File: src/rtl/rpmc_pkg.sv
// Shared constants and types for the receiver power-mode control block
package rpmc_pkg;

  // System clock
  localparam int unsigned CLK_HZ = 20_000_000;
  localparam int unsigned CLK_PERIOD_NS = 50;

  // Serial link, rounded to the nearest whole cycle (0.2 % rate error)
  localparam int unsigned BAUD_BPS = 115_200;
  localparam int unsigned BIT_CYCLES = (CLK_HZ + BAUD_BPS / 2) / BAUD_BPS;
  localparam logic [7:0] BIT_LAST = 8'(BIT_CYCLES - 1);
  localparam logic [7:0] HALF_BIT_LAST = 8'(BIT_CYCLES / 2 - 1);
  localparam logic [3:0] FRAME_SHIFTS = 4'h9;
  localparam logic [3:0] STOP_INDEX = 4'h9;

  // Second pulse timing, in milliseconds and in cycles
  localparam int unsigned PULSE_PERIOD_MS = 1000;
  localparam int unsigned PULSE_WIDTH_MS = 100;
  localparam int unsigned CYCLES_PER_MS = 1_000_000 / CLK_PERIOD_NS;
  localparam int unsigned PULSE_PERIOD_CYCLES = PULSE_PERIOD_MS * CYCLES_PER_MS;
  localparam int unsigned PULSE_WIDTH_CYCLES = PULSE_WIDTH_MS * CYCLES_PER_MS;
  localparam int unsigned PULSE_CNT_W = 25;

  // Command bytes of the control protocol
  localparam logic [7:0] CMD_PULSE_ON = 8'hA1;
  localparam logic [7:0] CMD_PULSE_OFF = 8'hA2;
  localparam logic [7:0] CMD_SLEEP = 8'hA3;
  localparam logic [7:0] CMD_STANDBY = 8'hA4;
  localparam logic [7:0] CMD_WAKE = 8'hA5;

  // Power states
  typedef enum logic [1:0] {
    PWR_ULP = 2'b00,
    PWR_FULL = 2'b01,
    PWR_SLEEP = 2'b10,
    PWR_STANDBY = 2'b11
  } rpmc_pwr_t;

  // Start types
  typedef enum logic [1:0] {
    START_COLD = 2'b00,
    START_WARM = 2'b01,
    START_HOT = 2'b10
  } rpmc_start_t;

  // Values after reset; the start type applies after power-on or supply reset, not the external pin
  localparam rpmc_pwr_t PWR_RESET_STATE = PWR_ULP;
  localparam rpmc_start_t START_RESET_TYPE = START_COLD;
  localparam logic PULSE_EN_RESET = 1'b0;

endpackage

File: src/rtl/rpmc_uart_tx.sv
`timescale 1ns/1ps
`default_nettype none
module rpmc_uart_tx
  import rpmc_pkg::*;
(
  input wire logic clk_i,
  input wire logic rst_i,
  input wire logic [7:0] data_i,
  input wire logic valid_i,
  output logic ready_o,
  output logic tx_o
);

  logic [8:0] shift;
  logic [3:0] bit_cnt;
  logic [7:0] baud_cnt;

  wire accept = valid_i && ready_o;
  wire bit_done = (baud_cnt == 8'h00);

  // Start bit, eight data bits LSB first, one stop bit; line idles high
  always_ff @(posedge clk_i) begin
    if (rst_i) begin
      ready_o <= 1'b1;
      tx_o <= 1'b1;
      shift <= 9'h1FF;
      bit_cnt <= 4'h0;
      baud_cnt <= 8'h00;
    end else if (accept) begin
      ready_o <= 1'b0;
      tx_o <= 1'b0;
      shift <= {1'b1, data_i};
      bit_cnt <= FRAME_SHIFTS;
      baud_cnt <= BIT_LAST;
    end else if (!ready_o) begin
      if (!bit_done) begin
        baud_cnt <= baud_cnt - 8'h01;
      end else if (bit_cnt != 4'h0) begin
        tx_o <= shift[0];
        shift <= {1'b1, shift[8:1]};
        bit_cnt <= bit_cnt - 4'h1;
        baud_cnt <= BIT_LAST;
      end else begin
        ready_o <= 1'b1; // Stop bit has stood a full bit time
      end
    end
  end

endmodule
`default_nettype wire

File: src/rtl/rpmc_uart_rx.sv
`timescale 1ns/1ps
`default_nettype none
module rpmc_uart_rx
  import rpmc_pkg::*;
(
  input wire logic clk_i,
  input wire logic rst_i,
  input wire logic rx_i,
  output logic [7:0] data_o,
  output logic valid_o
);

  logic active;
  logic [3:0] bit_cnt;
  logic [7:0] baud_cnt;
  logic [7:0] shift;

  wire sample = active && (baud_cnt == 8'h00);
  wire at_start = (bit_cnt == 4'h0);
  wire at_stop = (bit_cnt == STOP_INDEX);

  // Mid-bit sampling; a start bit gone high at its centre is a glitch
  always_ff @(posedge clk_i) begin
    if (rst_i) begin
      active <= 1'b0;
      bit_cnt <= 4'h0;
      baud_cnt <= 8'h00;
      shift <= 8'h00;
      data_o <= 8'h00;
      valid_o <= 1'b0;
    end else begin
      valid_o <= 1'b0;
      if (!active) begin
        if (!rx_i) begin
          active <= 1'b1;
          bit_cnt <= 4'h0;
          baud_cnt <= HALF_BIT_LAST;
        end
      end else if (!sample) begin
        baud_cnt <= baud_cnt - 8'h01;
      end else begin
        baud_cnt <= BIT_LAST;
        bit_cnt <= bit_cnt + 4'h1;
        if (at_start && rx_i) begin
          active <= 1'b0;
        end else if (at_stop) begin
          active <= 1'b0;
          data_o <= shift;
          valid_o <= rx_i; // Framing error drops the byte silently
        end else if (!at_start) begin
          shift <= {rx_i, shift[7:1]};
        end
      end
    end
  end

endmodule
`default_nettype wire

File: src/rtl/rpmc_receiver_power_mode_control.sv
`timescale 1ns/1ps
`default_nettype none
module rpmc_receiver_power_mode_control
  import rpmc_pkg::*;
#(
  parameter int unsigned PULSE_PERIOD = PULSE_PERIOD_CYCLES,
  parameter int unsigned PULSE_WIDTH = PULSE_WIDTH_CYCLES
)
(
  input wire logic REF_CLK_I,
  input wire logic RST_I,
  input wire logic EXT_RESET_N_I,
  input wire logic SUPPLY_LOW_I,
  input wire logic FORCE_FULL_POWER_I,
  input wire logic SERIAL_RX_I,
  input wire logic [7:0] REPORT_DATA_I,
  input wire logic REPORT_VALID_I,
  input wire logic NAV_POS_VALID_I,
  input wire logic NAV_TIME_VALID_I,
  input wire logic NAV_ORBIT_VALID_I,
  output logic REPORT_READY_O,
  output logic SERIAL_TX_O,
  output logic AWAKE_INDICATOR_O,
  output logic [1:0] POWER_STATE_O,
  output logic SECOND_PULSE_O,
  output logic [1:0] START_TYPE_O,
  output logic HW_RESET_O
);

  // Reset sources
  // Supply loss and power-on clear everything, retained data included;
  // the external pin is a warm reset and leaves retained data alone.
  logic any_rst;
  logic power_rst;
  assign power_rst = RST_I || SUPPLY_LOW_I;
  assign any_rst = power_rst || !EXT_RESET_N_I;

  // Reset status, registered so the port comes from a flip-flop
  always_ff @(posedge REF_CLK_I) begin
    HW_RESET_O <= any_rst;
  end

  // Serial command receiver
  logic [7:0] cmd_byte;
  logic cmd_valid;

  rpmc_uart_rx u_cmd_rx (
    .clk_i(REF_CLK_I),
    .rst_i(any_rst),
    .rx_i(SERIAL_RX_I),
    .data_o(cmd_byte),
    .valid_o(cmd_valid)
  );

  // One decoder shared by every command strobe
  function automatic logic cmd_hit(input logic strobe, input logic [7:0] code,
    input logic [7:0] want);
    return strobe && (code == want);
  endfunction

  // Command decode; unknown bytes are dropped without a reply
  logic cmd_pulse_on;
  logic cmd_pulse_off;
  logic cmd_sleep;
  logic cmd_standby;
  logic cmd_wake;
  assign cmd_pulse_on = cmd_hit(cmd_valid, cmd_byte, CMD_PULSE_ON);
  assign cmd_pulse_off = cmd_hit(cmd_valid, cmd_byte, CMD_PULSE_OFF);
  assign cmd_sleep = cmd_hit(cmd_valid, cmd_byte, CMD_SLEEP);
  assign cmd_standby = cmd_hit(cmd_valid, cmd_byte, CMD_STANDBY);
  assign cmd_wake = cmd_hit(cmd_valid, cmd_byte, CMD_WAKE);

  // Report transmitter at the default link rate
  rpmc_uart_tx u_report_tx (
    .clk_i(REF_CLK_I),
    .rst_i(any_rst),
    .data_i(REPORT_DATA_I),
    .valid_i(REPORT_VALID_I),
    .ready_o(REPORT_READY_O),
    .tx_o(SERIAL_TX_O)
  );

  // Power state machine
  rpmc_pwr_t state;
  rpmc_pwr_t next_state;
  logic force_q;
  logic force_rise;

  assign force_rise = FORCE_FULL_POWER_I && !force_q;

  // Force edge history; cleared in reset so a held level counts as a rise
  always_ff @(posedge REF_CLK_I) begin
    if (any_rst) begin
      force_q <= 1'b0;
    end else begin
      force_q <= FORCE_FULL_POWER_I;
    end
  end

  // Force low always wins over any pending command
  always_comb begin
    next_state = state;
    unique case (state)
      PWR_ULP: begin
        if (FORCE_FULL_POWER_I) begin
          next_state = PWR_FULL;
        end
      end
      PWR_FULL: begin
        if (!FORCE_FULL_POWER_I) begin
          next_state = PWR_ULP;
        end else if (cmd_sleep) begin
          next_state = PWR_SLEEP;
        end else if (cmd_standby) begin
          next_state = PWR_STANDBY;
        end
      end
      PWR_SLEEP, PWR_STANDBY: begin
        if (!FORCE_FULL_POWER_I) begin
          next_state = PWR_ULP;
        end else if (force_rise || cmd_wake) begin
          next_state = PWR_FULL;
        end
      end
    endcase
  end

  // Awake level follows the state it is registered with
  logic next_awake;
  assign next_awake = (next_state == PWR_FULL) || (next_state == PWR_SLEEP);

  // State register; reset holds the initial state whatever force does
  always_ff @(posedge REF_CLK_I) begin
    if (any_rst) begin
      state <= PWR_RESET_STATE;
      AWAKE_INDICATOR_O <= 1'b0;
    end else begin
      state <= next_state;
      AWAKE_INDICATOR_O <= next_awake;
    end
  end

  // Power state reported as a plain code
  always_ff @(posedge REF_CLK_I) begin
    if (any_rst) begin
      POWER_STATE_O <= PWR_RESET_STATE;
    end else begin
      POWER_STATE_O <= next_state;
    end
  end

  // Second pulse enable
  // Off by default because the pulse driver costs supply current
  logic pulse_en;
  always_ff @(posedge REF_CLK_I) begin
    if (any_rst) begin
      pulse_en <= PULSE_EN_RESET;
    end else if (cmd_pulse_on) begin
      pulse_en <= 1'b1;
    end else if (cmd_pulse_off) begin
      pulse_en <= 1'b0;
    end
  end

  // Free-running second counter; keeps phase across enable changes
  localparam logic [PULSE_CNT_W-1:0] PULSE_LAST = PULSE_CNT_W'(PULSE_PERIOD - 1);
  localparam logic [PULSE_CNT_W-1:0] PULSE_HIGH = PULSE_CNT_W'(PULSE_WIDTH);
  logic [PULSE_CNT_W-1:0] pulse_cnt;
  logic pulse_wrap;
  logic pulse_window;
  assign pulse_wrap = (pulse_cnt == PULSE_LAST);
  assign pulse_window = (pulse_cnt < PULSE_HIGH);

  always_ff @(posedge REF_CLK_I) begin
    if (any_rst || pulse_wrap) begin
      pulse_cnt <= '0;
    end else begin
      pulse_cnt <= pulse_cnt + 1'b1;
    end
  end

  // Pulse only while enabled and awake in full power
  always_ff @(posedge REF_CLK_I) begin
    if (any_rst) begin
      SECOND_PULSE_O <= 1'b0;
    end else begin
      SECOND_PULSE_O <= pulse_en && pulse_window && (state == PWR_FULL);
    end
  end

  // Retained navigation data validity
  // Survives the external reset pin, lost with the supply.
  logic keep_pos;
  logic keep_time;
  logic keep_orbit;
  always_ff @(posedge REF_CLK_I) begin
    if (power_rst) begin
      keep_pos <= 1'b0;
      keep_time <= 1'b0;
      keep_orbit <= 1'b0;
    end else if (EXT_RESET_N_I) begin
      keep_pos <= NAV_POS_VALID_I;
      keep_time <= NAV_TIME_VALID_I;
      keep_orbit <= NAV_ORBIT_VALID_I;
    end
  end

  // Start type from what is retained
  logic have_pos_time;
  rpmc_start_t next_start;
  assign have_pos_time = keep_pos && keep_time;
  assign next_start = (have_pos_time && keep_orbit) ? START_HOT :
                      have_pos_time ? START_WARM : START_COLD;

  // Chosen while reset is held, frozen once the device runs;
  // a supply loss always forces the cold choice.
  always_ff @(posedge REF_CLK_I) begin
    if (power_rst) begin
      START_TYPE_O <= START_RESET_TYPE;
    end else if (!EXT_RESET_N_I) begin
      START_TYPE_O <= next_start;
    end
  end

endmodule
`default_nettype wire

File: config.mk
export PLATFORM = sky130hd
export DESIGN_NAME = rpmc_receiver_power_mode_control
export DESIGN_NICKNAME = d
export VERILOG_FILES = /design/src/rtl/rpmc_pkg.sv /design/src/rtl/rpmc_uart_tx.sv /design/src/rtl/rpmc_uart_rx.sv /design/src/rtl/rpmc_receiver_power_mode_control.sv
export SDC_FILE = /design/constraint.sdc
export NUM_CORES = 1
export LEC_CHECK = 0
export ABC_AREA = 1
export BUFFER_PORTS_ARGS = -buffer_cell sky130_fd_sc_hd__buf_2
export CORE_MARGIN = 2
export CORE_UTILIZATION = 40
export DETAILED_ROUTE_END_ITERATION = 7
export MAX_ROUTING_LAYER = met4
export SKIP_LAST_GASP = 1
export SLEW_MARGIN = 10
export SYNTH_ARGS = -nofsm -noshare
export SYNTH_HDL_FRONTEND = slang
export SYNTH_SLANG_ARGS = --single-unit
File: constraint.sdc
create_clock -name REF_CLK_I -period 2.96 [get_ports REF_CLK_I]
set_input_delay 0.592 -clock REF_CLK_I [delete_from_list [all_inputs] [get_ports REF_CLK_I]]
set_output_delay 0.592 -clock REF_CLK_I [all_outputs]
set_load 0.005 [all_outputs]
# ---- Word-level counts from Yosys, hierarchy flattened
# Cells that the tools add are included.
dict set report totals {
  reg_bits 89
  out_inout_bits 9
  inputBits 18
}
dict set report classes {
  bitwise_logic 6
  n_reduce_logical 38
  n_mux 42
  order_cmp 1
  n_addsub 5
  n_eq_ne 17
}
# operator count
set op_table {}
lappend op_table {{$mux 8} 11}
lappend op_table {{$eq 8x8->1 const B} 5}
lappend op_table {{$mux 4} 7}
lappend op_table {{$add 25x1->25 const B} 1}
lappend op_table {{$eq 25x25->1 const B} 1}
lappend op_table {{$lt 25x21->1 const B} 1}
lappend op_table {{$logic_not 8->1} 2}
lappend op_table {{$mux 1} 16}
lappend op_table {{$sub 8x1->8 const B} 2}
lappend op_table {{$mux 2} 7}
lappend op_table {{$logic_and 1x1->1} 13}
lappend op_table {{$eq 2x2->1 const B} 3}
lappend op_table {{$ne 2x2->1 const B} 3}
lappend op_table {{$not 1->1} 6}
lappend op_table {{$pmux 2 s3} 1}
lappend op_table {{$reduce_and 2->1} 3}
lappend op_table {{$reduce_and 3->1} 2}
lappend op_table {{$reduce_bool 2->1} 3}
lappend op_table {{$logic_or 1x1->1} 5}
lappend op_table {{$reduce_and 5->1} 1}
lappend op_table {{$reduce_or 5->1} 1}
lappend op_table {{$add 4x1->4 const B} 1}
lappend op_table {{$eq 2x1->1 const B} 2}
lappend op_table {{$eq 4x4->1 const B} 1}
lappend op_table {{other kinds (9)} 11}

# ---- Depth between registers and ports, before layout
dict set report depth {
  ltp_word 8
  mapped_depth 11
  ltp_nobuf 11
}

# ---- Hierarchy
# A second synthesis with hierarchy kept.
dict set report hier_totals {
  cells_unflattened 635
  hier_area_um2 4518.1
}
# mod n_inst area_each_um2 cells_per_inst
set modules_own_cells {}
lappend modules_own_cells {rpmc_receiver_power_mode_control 1 1961.9 286}
lappend modules_own_cells {rpmc_uart_rx 1 1387.6 184}
lappend modules_own_cells {rpmc_uart_tx 1 1168.6 165}

# ---- Worst setup path before layout
# No wires, ideal clock.
dict set report synth_timing {
  path_kind {input port to flip-flop}
  from {input SUPPLY_LOW_I}
  to {register u_report_tx.shift[7]}
  t_required_ns 2.835
  n_path_buf 2
  path_slack_ns 1.508
  stages 6
  arrival_ns 1.327
  cell_sequence {nor2_2 > nand2_2 > inv_1 > buf_4 > buf_2 > nand3_1}
}
dict set report synth_via {
  elab_chain_len 2
}
# item line_no
set synth_lines {}
lappend synth_lines {{from (decl)} rpmc_receiver_power_mode_control.sv:13} ;# input wire logic SUPPLY_LOW_I,
lappend synth_lines {{$logic_or 1x1->1} rpmc_receiver_power_mode_control.sv:35} ;# assign power_rst = RST_I || SUPPLY_LOW_I;
lappend synth_lines {{$logic_or 1x1->1} rpmc_receiver_power_mode_control.sv:36} ;# assign any_rst = power_rst || !EXT_RESET_N_I;
lappend synth_lines {{to (signal assigned)} rpmc_uart_tx.sv:32} ;# shift <= {1'b1, data_i};
lappend synth_lines {{to (signal assigned)} rpmc_uart_tx.sv:40} ;# shift <= {1'b1, shift[8:1]};
lappend synth_lines {{to (decl)} rpmc_uart_tx.sv:14} ;# logic [8:0] shift;
# Every way passes these cells.
# A chain may end at the register's enable or synchronous reset.

# ---- Worst setup path in the final report
dict set report layout_timing {
  from {register pulse_cnt[0]}
  to {register pulse_cnt[17]}
}
dict set report layout_via {
  elab_chain_len 2
}
# item line_no
set layout_lines {}
lappend layout_lines {{from (decl)} rpmc_receiver_power_mode_control.sv:168} ;# logic [PULSE_CNT_W-1:0] pulse_cnt;
lappend layout_lines {{from (signal assigned)} rpmc_receiver_power_mode_control.sv:178} ;# pulse_cnt <= pulse_cnt + 1'b1;
lappend layout_lines {{branches (longest 2 deep; another with $add 25x1->25)} -}
# Parallel ways; which one is timed is not known.

==> flow_summary.json <==
{
  "hold_depth": 3,
  "start_kind": "flop",
  "synth_ff_type": "dfxtp_1",
  "die_area_um2": 12040,
  "yosysTopAreaCellShare_pct": 39.83,
  "rows": 38,
  "timing.final.crit_period_ns": 1.737,
  "track_usage_pct": 17.20,
  "grt_pass1_vias": 3715,
  "drc": 0,
  "synthTopCellsByCount": "nand2_1 (170), nor2_1 (90), dfxtp_1 (89), inv_1 (69), nand3_1 (59)",
  "setup_ws_ns": 1.223,
  "synth.most_common_cell": "nand2_1",
  "clk_latency_ns": 0.37,
  "wirelength_mm": 9.302,
  "start_util_pct": 41.08,
  "synth_fp_nets": 680,
  "rsz0062_at_grt": "no",
  "worstRegToRegCells": 8,
  "hold_violations": 0,
  "cts_resized": 0,
  "antenna_found_initial": 0,
  "use_met3_pct": 3.023,
  "viasPerCell": 4.918,
  "port-buffer-count": 26,
  "clock_skew_ns": 0.01090,
  "cts_buffers": 9,
  "synth-edff-count": 0,
  "fin_util_pct": 45.36,
  "cts_tree": "done",
  "area_delta_synth_final_pct": 10.41,
  "htreeDepth": 3,
  "max_freq_ghz": 0.5757,
  "criticalPathCategory": "flop to flop",
  "netlist_area_um2": 4473,
  "setup_violations": 0,
  "hpwl_mm": 6.933,
  "worstHoldStart": "NAV_ORBIT_VALID_I",
  "r2r-end": "pulse_cnt[17]",
  "overflow": 0,
  "run_status": "complete, no violations",
  "ant_nets": 0,
  "hp-class": "primary input to flop",
  "place_congestion": 0.8893,
  "cts-root-buf": "clkbuf_8",
  "seq_area_frac_synth_pct": 39.83,
  "yosys_warnings": 0,
  "cts_setup_buffers": 0,
  "required_ns": 3.21,
  "synth-async-reset-ratio_pct": 0,
  "arrival_ns": 1.99,
  "ys_ff_latch": 89,
  "cap_viol_max_count": 0,
  "dr.pass1.iters": 5,
  "grt_max_degree": 26,
  "clk_pin_slew_ns": 0.09,
  "dp_slack_ns": 0.8918,
  "total_power_uw": 2313,
  "gr-usage-met2_pct": 28.17,
  "path_max_fanout": 25,
  "clock_path_buffers": 2,
  "hold_end": "keep_orbit",
  "r2r_slack_ns": 1.22,
  "grt.met1_usage_pct": 21.03,
  "drive_gt1_share_pct": 11.79,
  "gr-max-usage-layer": "met2",
  "whs_ns": 0.4200,
  "first_iter_violations": 223,
  "leakagePower_uw": 0.001968,
  "setup.worst_path.end_class": "flop",
  "via_count": 4067,
  "final_min_period_over_clock_period_pct": 58.69,
  "synth.avg_cell_area_um2": 6.850,
  "syn_inst": 653,
  "grt_pass1_wl_mm": 16.13,
  "r2r_start": "pulse_cnt[0]",
  "antenna_cells": 0,
  "setup_tns_ns": 0,
  "ys_types": 36,
  "vdd_drop_max_uv": 326.2,
  "cts_sinks": 89,
  "die_h_um": 109.7,
  "yosysTopAreaCell": "dfxtp_1",
  "cts_hold_buf": 0,
  "finalMaxSlewViolations": 0,
  "core_area_um2": 10890,
  "power_density_nw_per_um2": 468.4,
  "ys_top_cells_by_area": "dfxtp_1 (40%), nand2_1 (14%), nor2_1 (7.6%)",
  "tightest_slew_ns": 0.5181,
  "die-width_um": 109.7,
  "fin_nets": 709,
  "relSlewSlack_pct": 65.37,
  "wl_per_cell_um": 11.25,
  "io-pin-count": 27
}
==> cells in the final DEF, fill, tap and decap left out, drive strengths merged, types with 9 or more instances in the layout <==
cell type  Yosys  layout
nor2         101     101
xor2          10      10
nor3          16      16
a21oi         40      40
nand3         62      62
clkbuf         4       9
o21ai         30      30
dfxtp         89      89
nand2        182     182
buf            7      29
inv           76      78
ha             9       9
==> final cells by class <==
class / instances / area [µm²]
tap: 140 / 175.2
multi-input combinational: 475 / 2310
sequential: 89 / 1782
fill: 1110 / 5949
clock inverter: 7 / 101.3
clock buffer: 9 / 123.9
inverter: 78 / 294.0
timing repair buffer: 29 / 152.6
==> kinds of logic (layout without fill, tap and decap cells) <==
family | Yosys count | count (layout) | share of synthesized area [%]
adder cells (fa/ha/maj) | 9 | 9 | 2.518
XOR/XNOR | 12 | 12 | 2.350
AO/OA/AOI/OAI | 77 | 77 | 8.951
flip-flops | 89 | 89 | 39.83
buffers and inverters | 89 | 123 | 8.531
AND/OR/NAND/NOR | 377 | 377 | 37.82
==> sequential cells by signal, summed over array words and instances (netlist names), 2 cells and up <==
name                  flops
u_cmd_rx.shift            8
u_cmd_rx.data_o           8
pulse_cnt                25
POWER_STATE_O             2
u_report_tx.baud_cnt      8
u_cmd_rx.bit_cnt          4
u_report_tx.bit_cnt       4
u_cmd_rx.baud_cnt         8
u_report_tx.shift         8
START_TYPE_O              2
==> worst max path at each step <==
stage	startpoint	end	slack (ns)	cells past startpoint
final	pulse_cnt[0]	pulse_cnt[17]	1.22	8
after global routing	pulse_cnt[0]	pulse_cnt[9]	1.04	8
after CTS	pulse_cnt[0]	pulse_cnt[17]	1.19	8
after global placement	SUPPLY_LOW_I	u_report_tx.baud_cnt[6]	0.97	8
after floorplan	SUPPLY_LOW_I	u_report_tx.shift[7]	1.51	6
after detailed placement	SUPPLY_LOW_I	u_report_tx.baud_cnt[6]	0.89	8
==> layer usage <==
metal  part of all wire (%)  vias up  wire (µm)
li1                       -     2139          -
met1                     48     1864       4435
met2                     47       53       4380
met3                    3.5       11        323
met4                    1.8        0        163
met5                      0        -          0
==> stage by stage <==
| step | cells | instance area [µm²] |
|---|---|---|
| floorplan | 653 | 4473 |
| finish | 827 | 4938 |
| global placement | 811 | 4713 |
| global route | 827 | 4938 |
| detailed placement | 811 | 4713 |
| CTS | 827 | 4938 |
==> power by group <==
part           internal [µW]  total, µW  leakage [µW]  switching, µW
logic                   50.3        145       0.00114           94.8
registers               1210       1220      0.000720           10.4
clock network            482        948      0.000106            466
==> worst max-delay path, stage by stage (launching register included) <==
cell,delay (ns)
dfxtp_1,0.38
ha_1,0.28
nand2_2,0.10
nor2_4,0.18
nand2_2,0.14
inv_2,0.10
nand3_2,0.10
nand2_4,0.24
nor2_1,0.08
No activity file was read; power rests on OpenSTA's default activity.
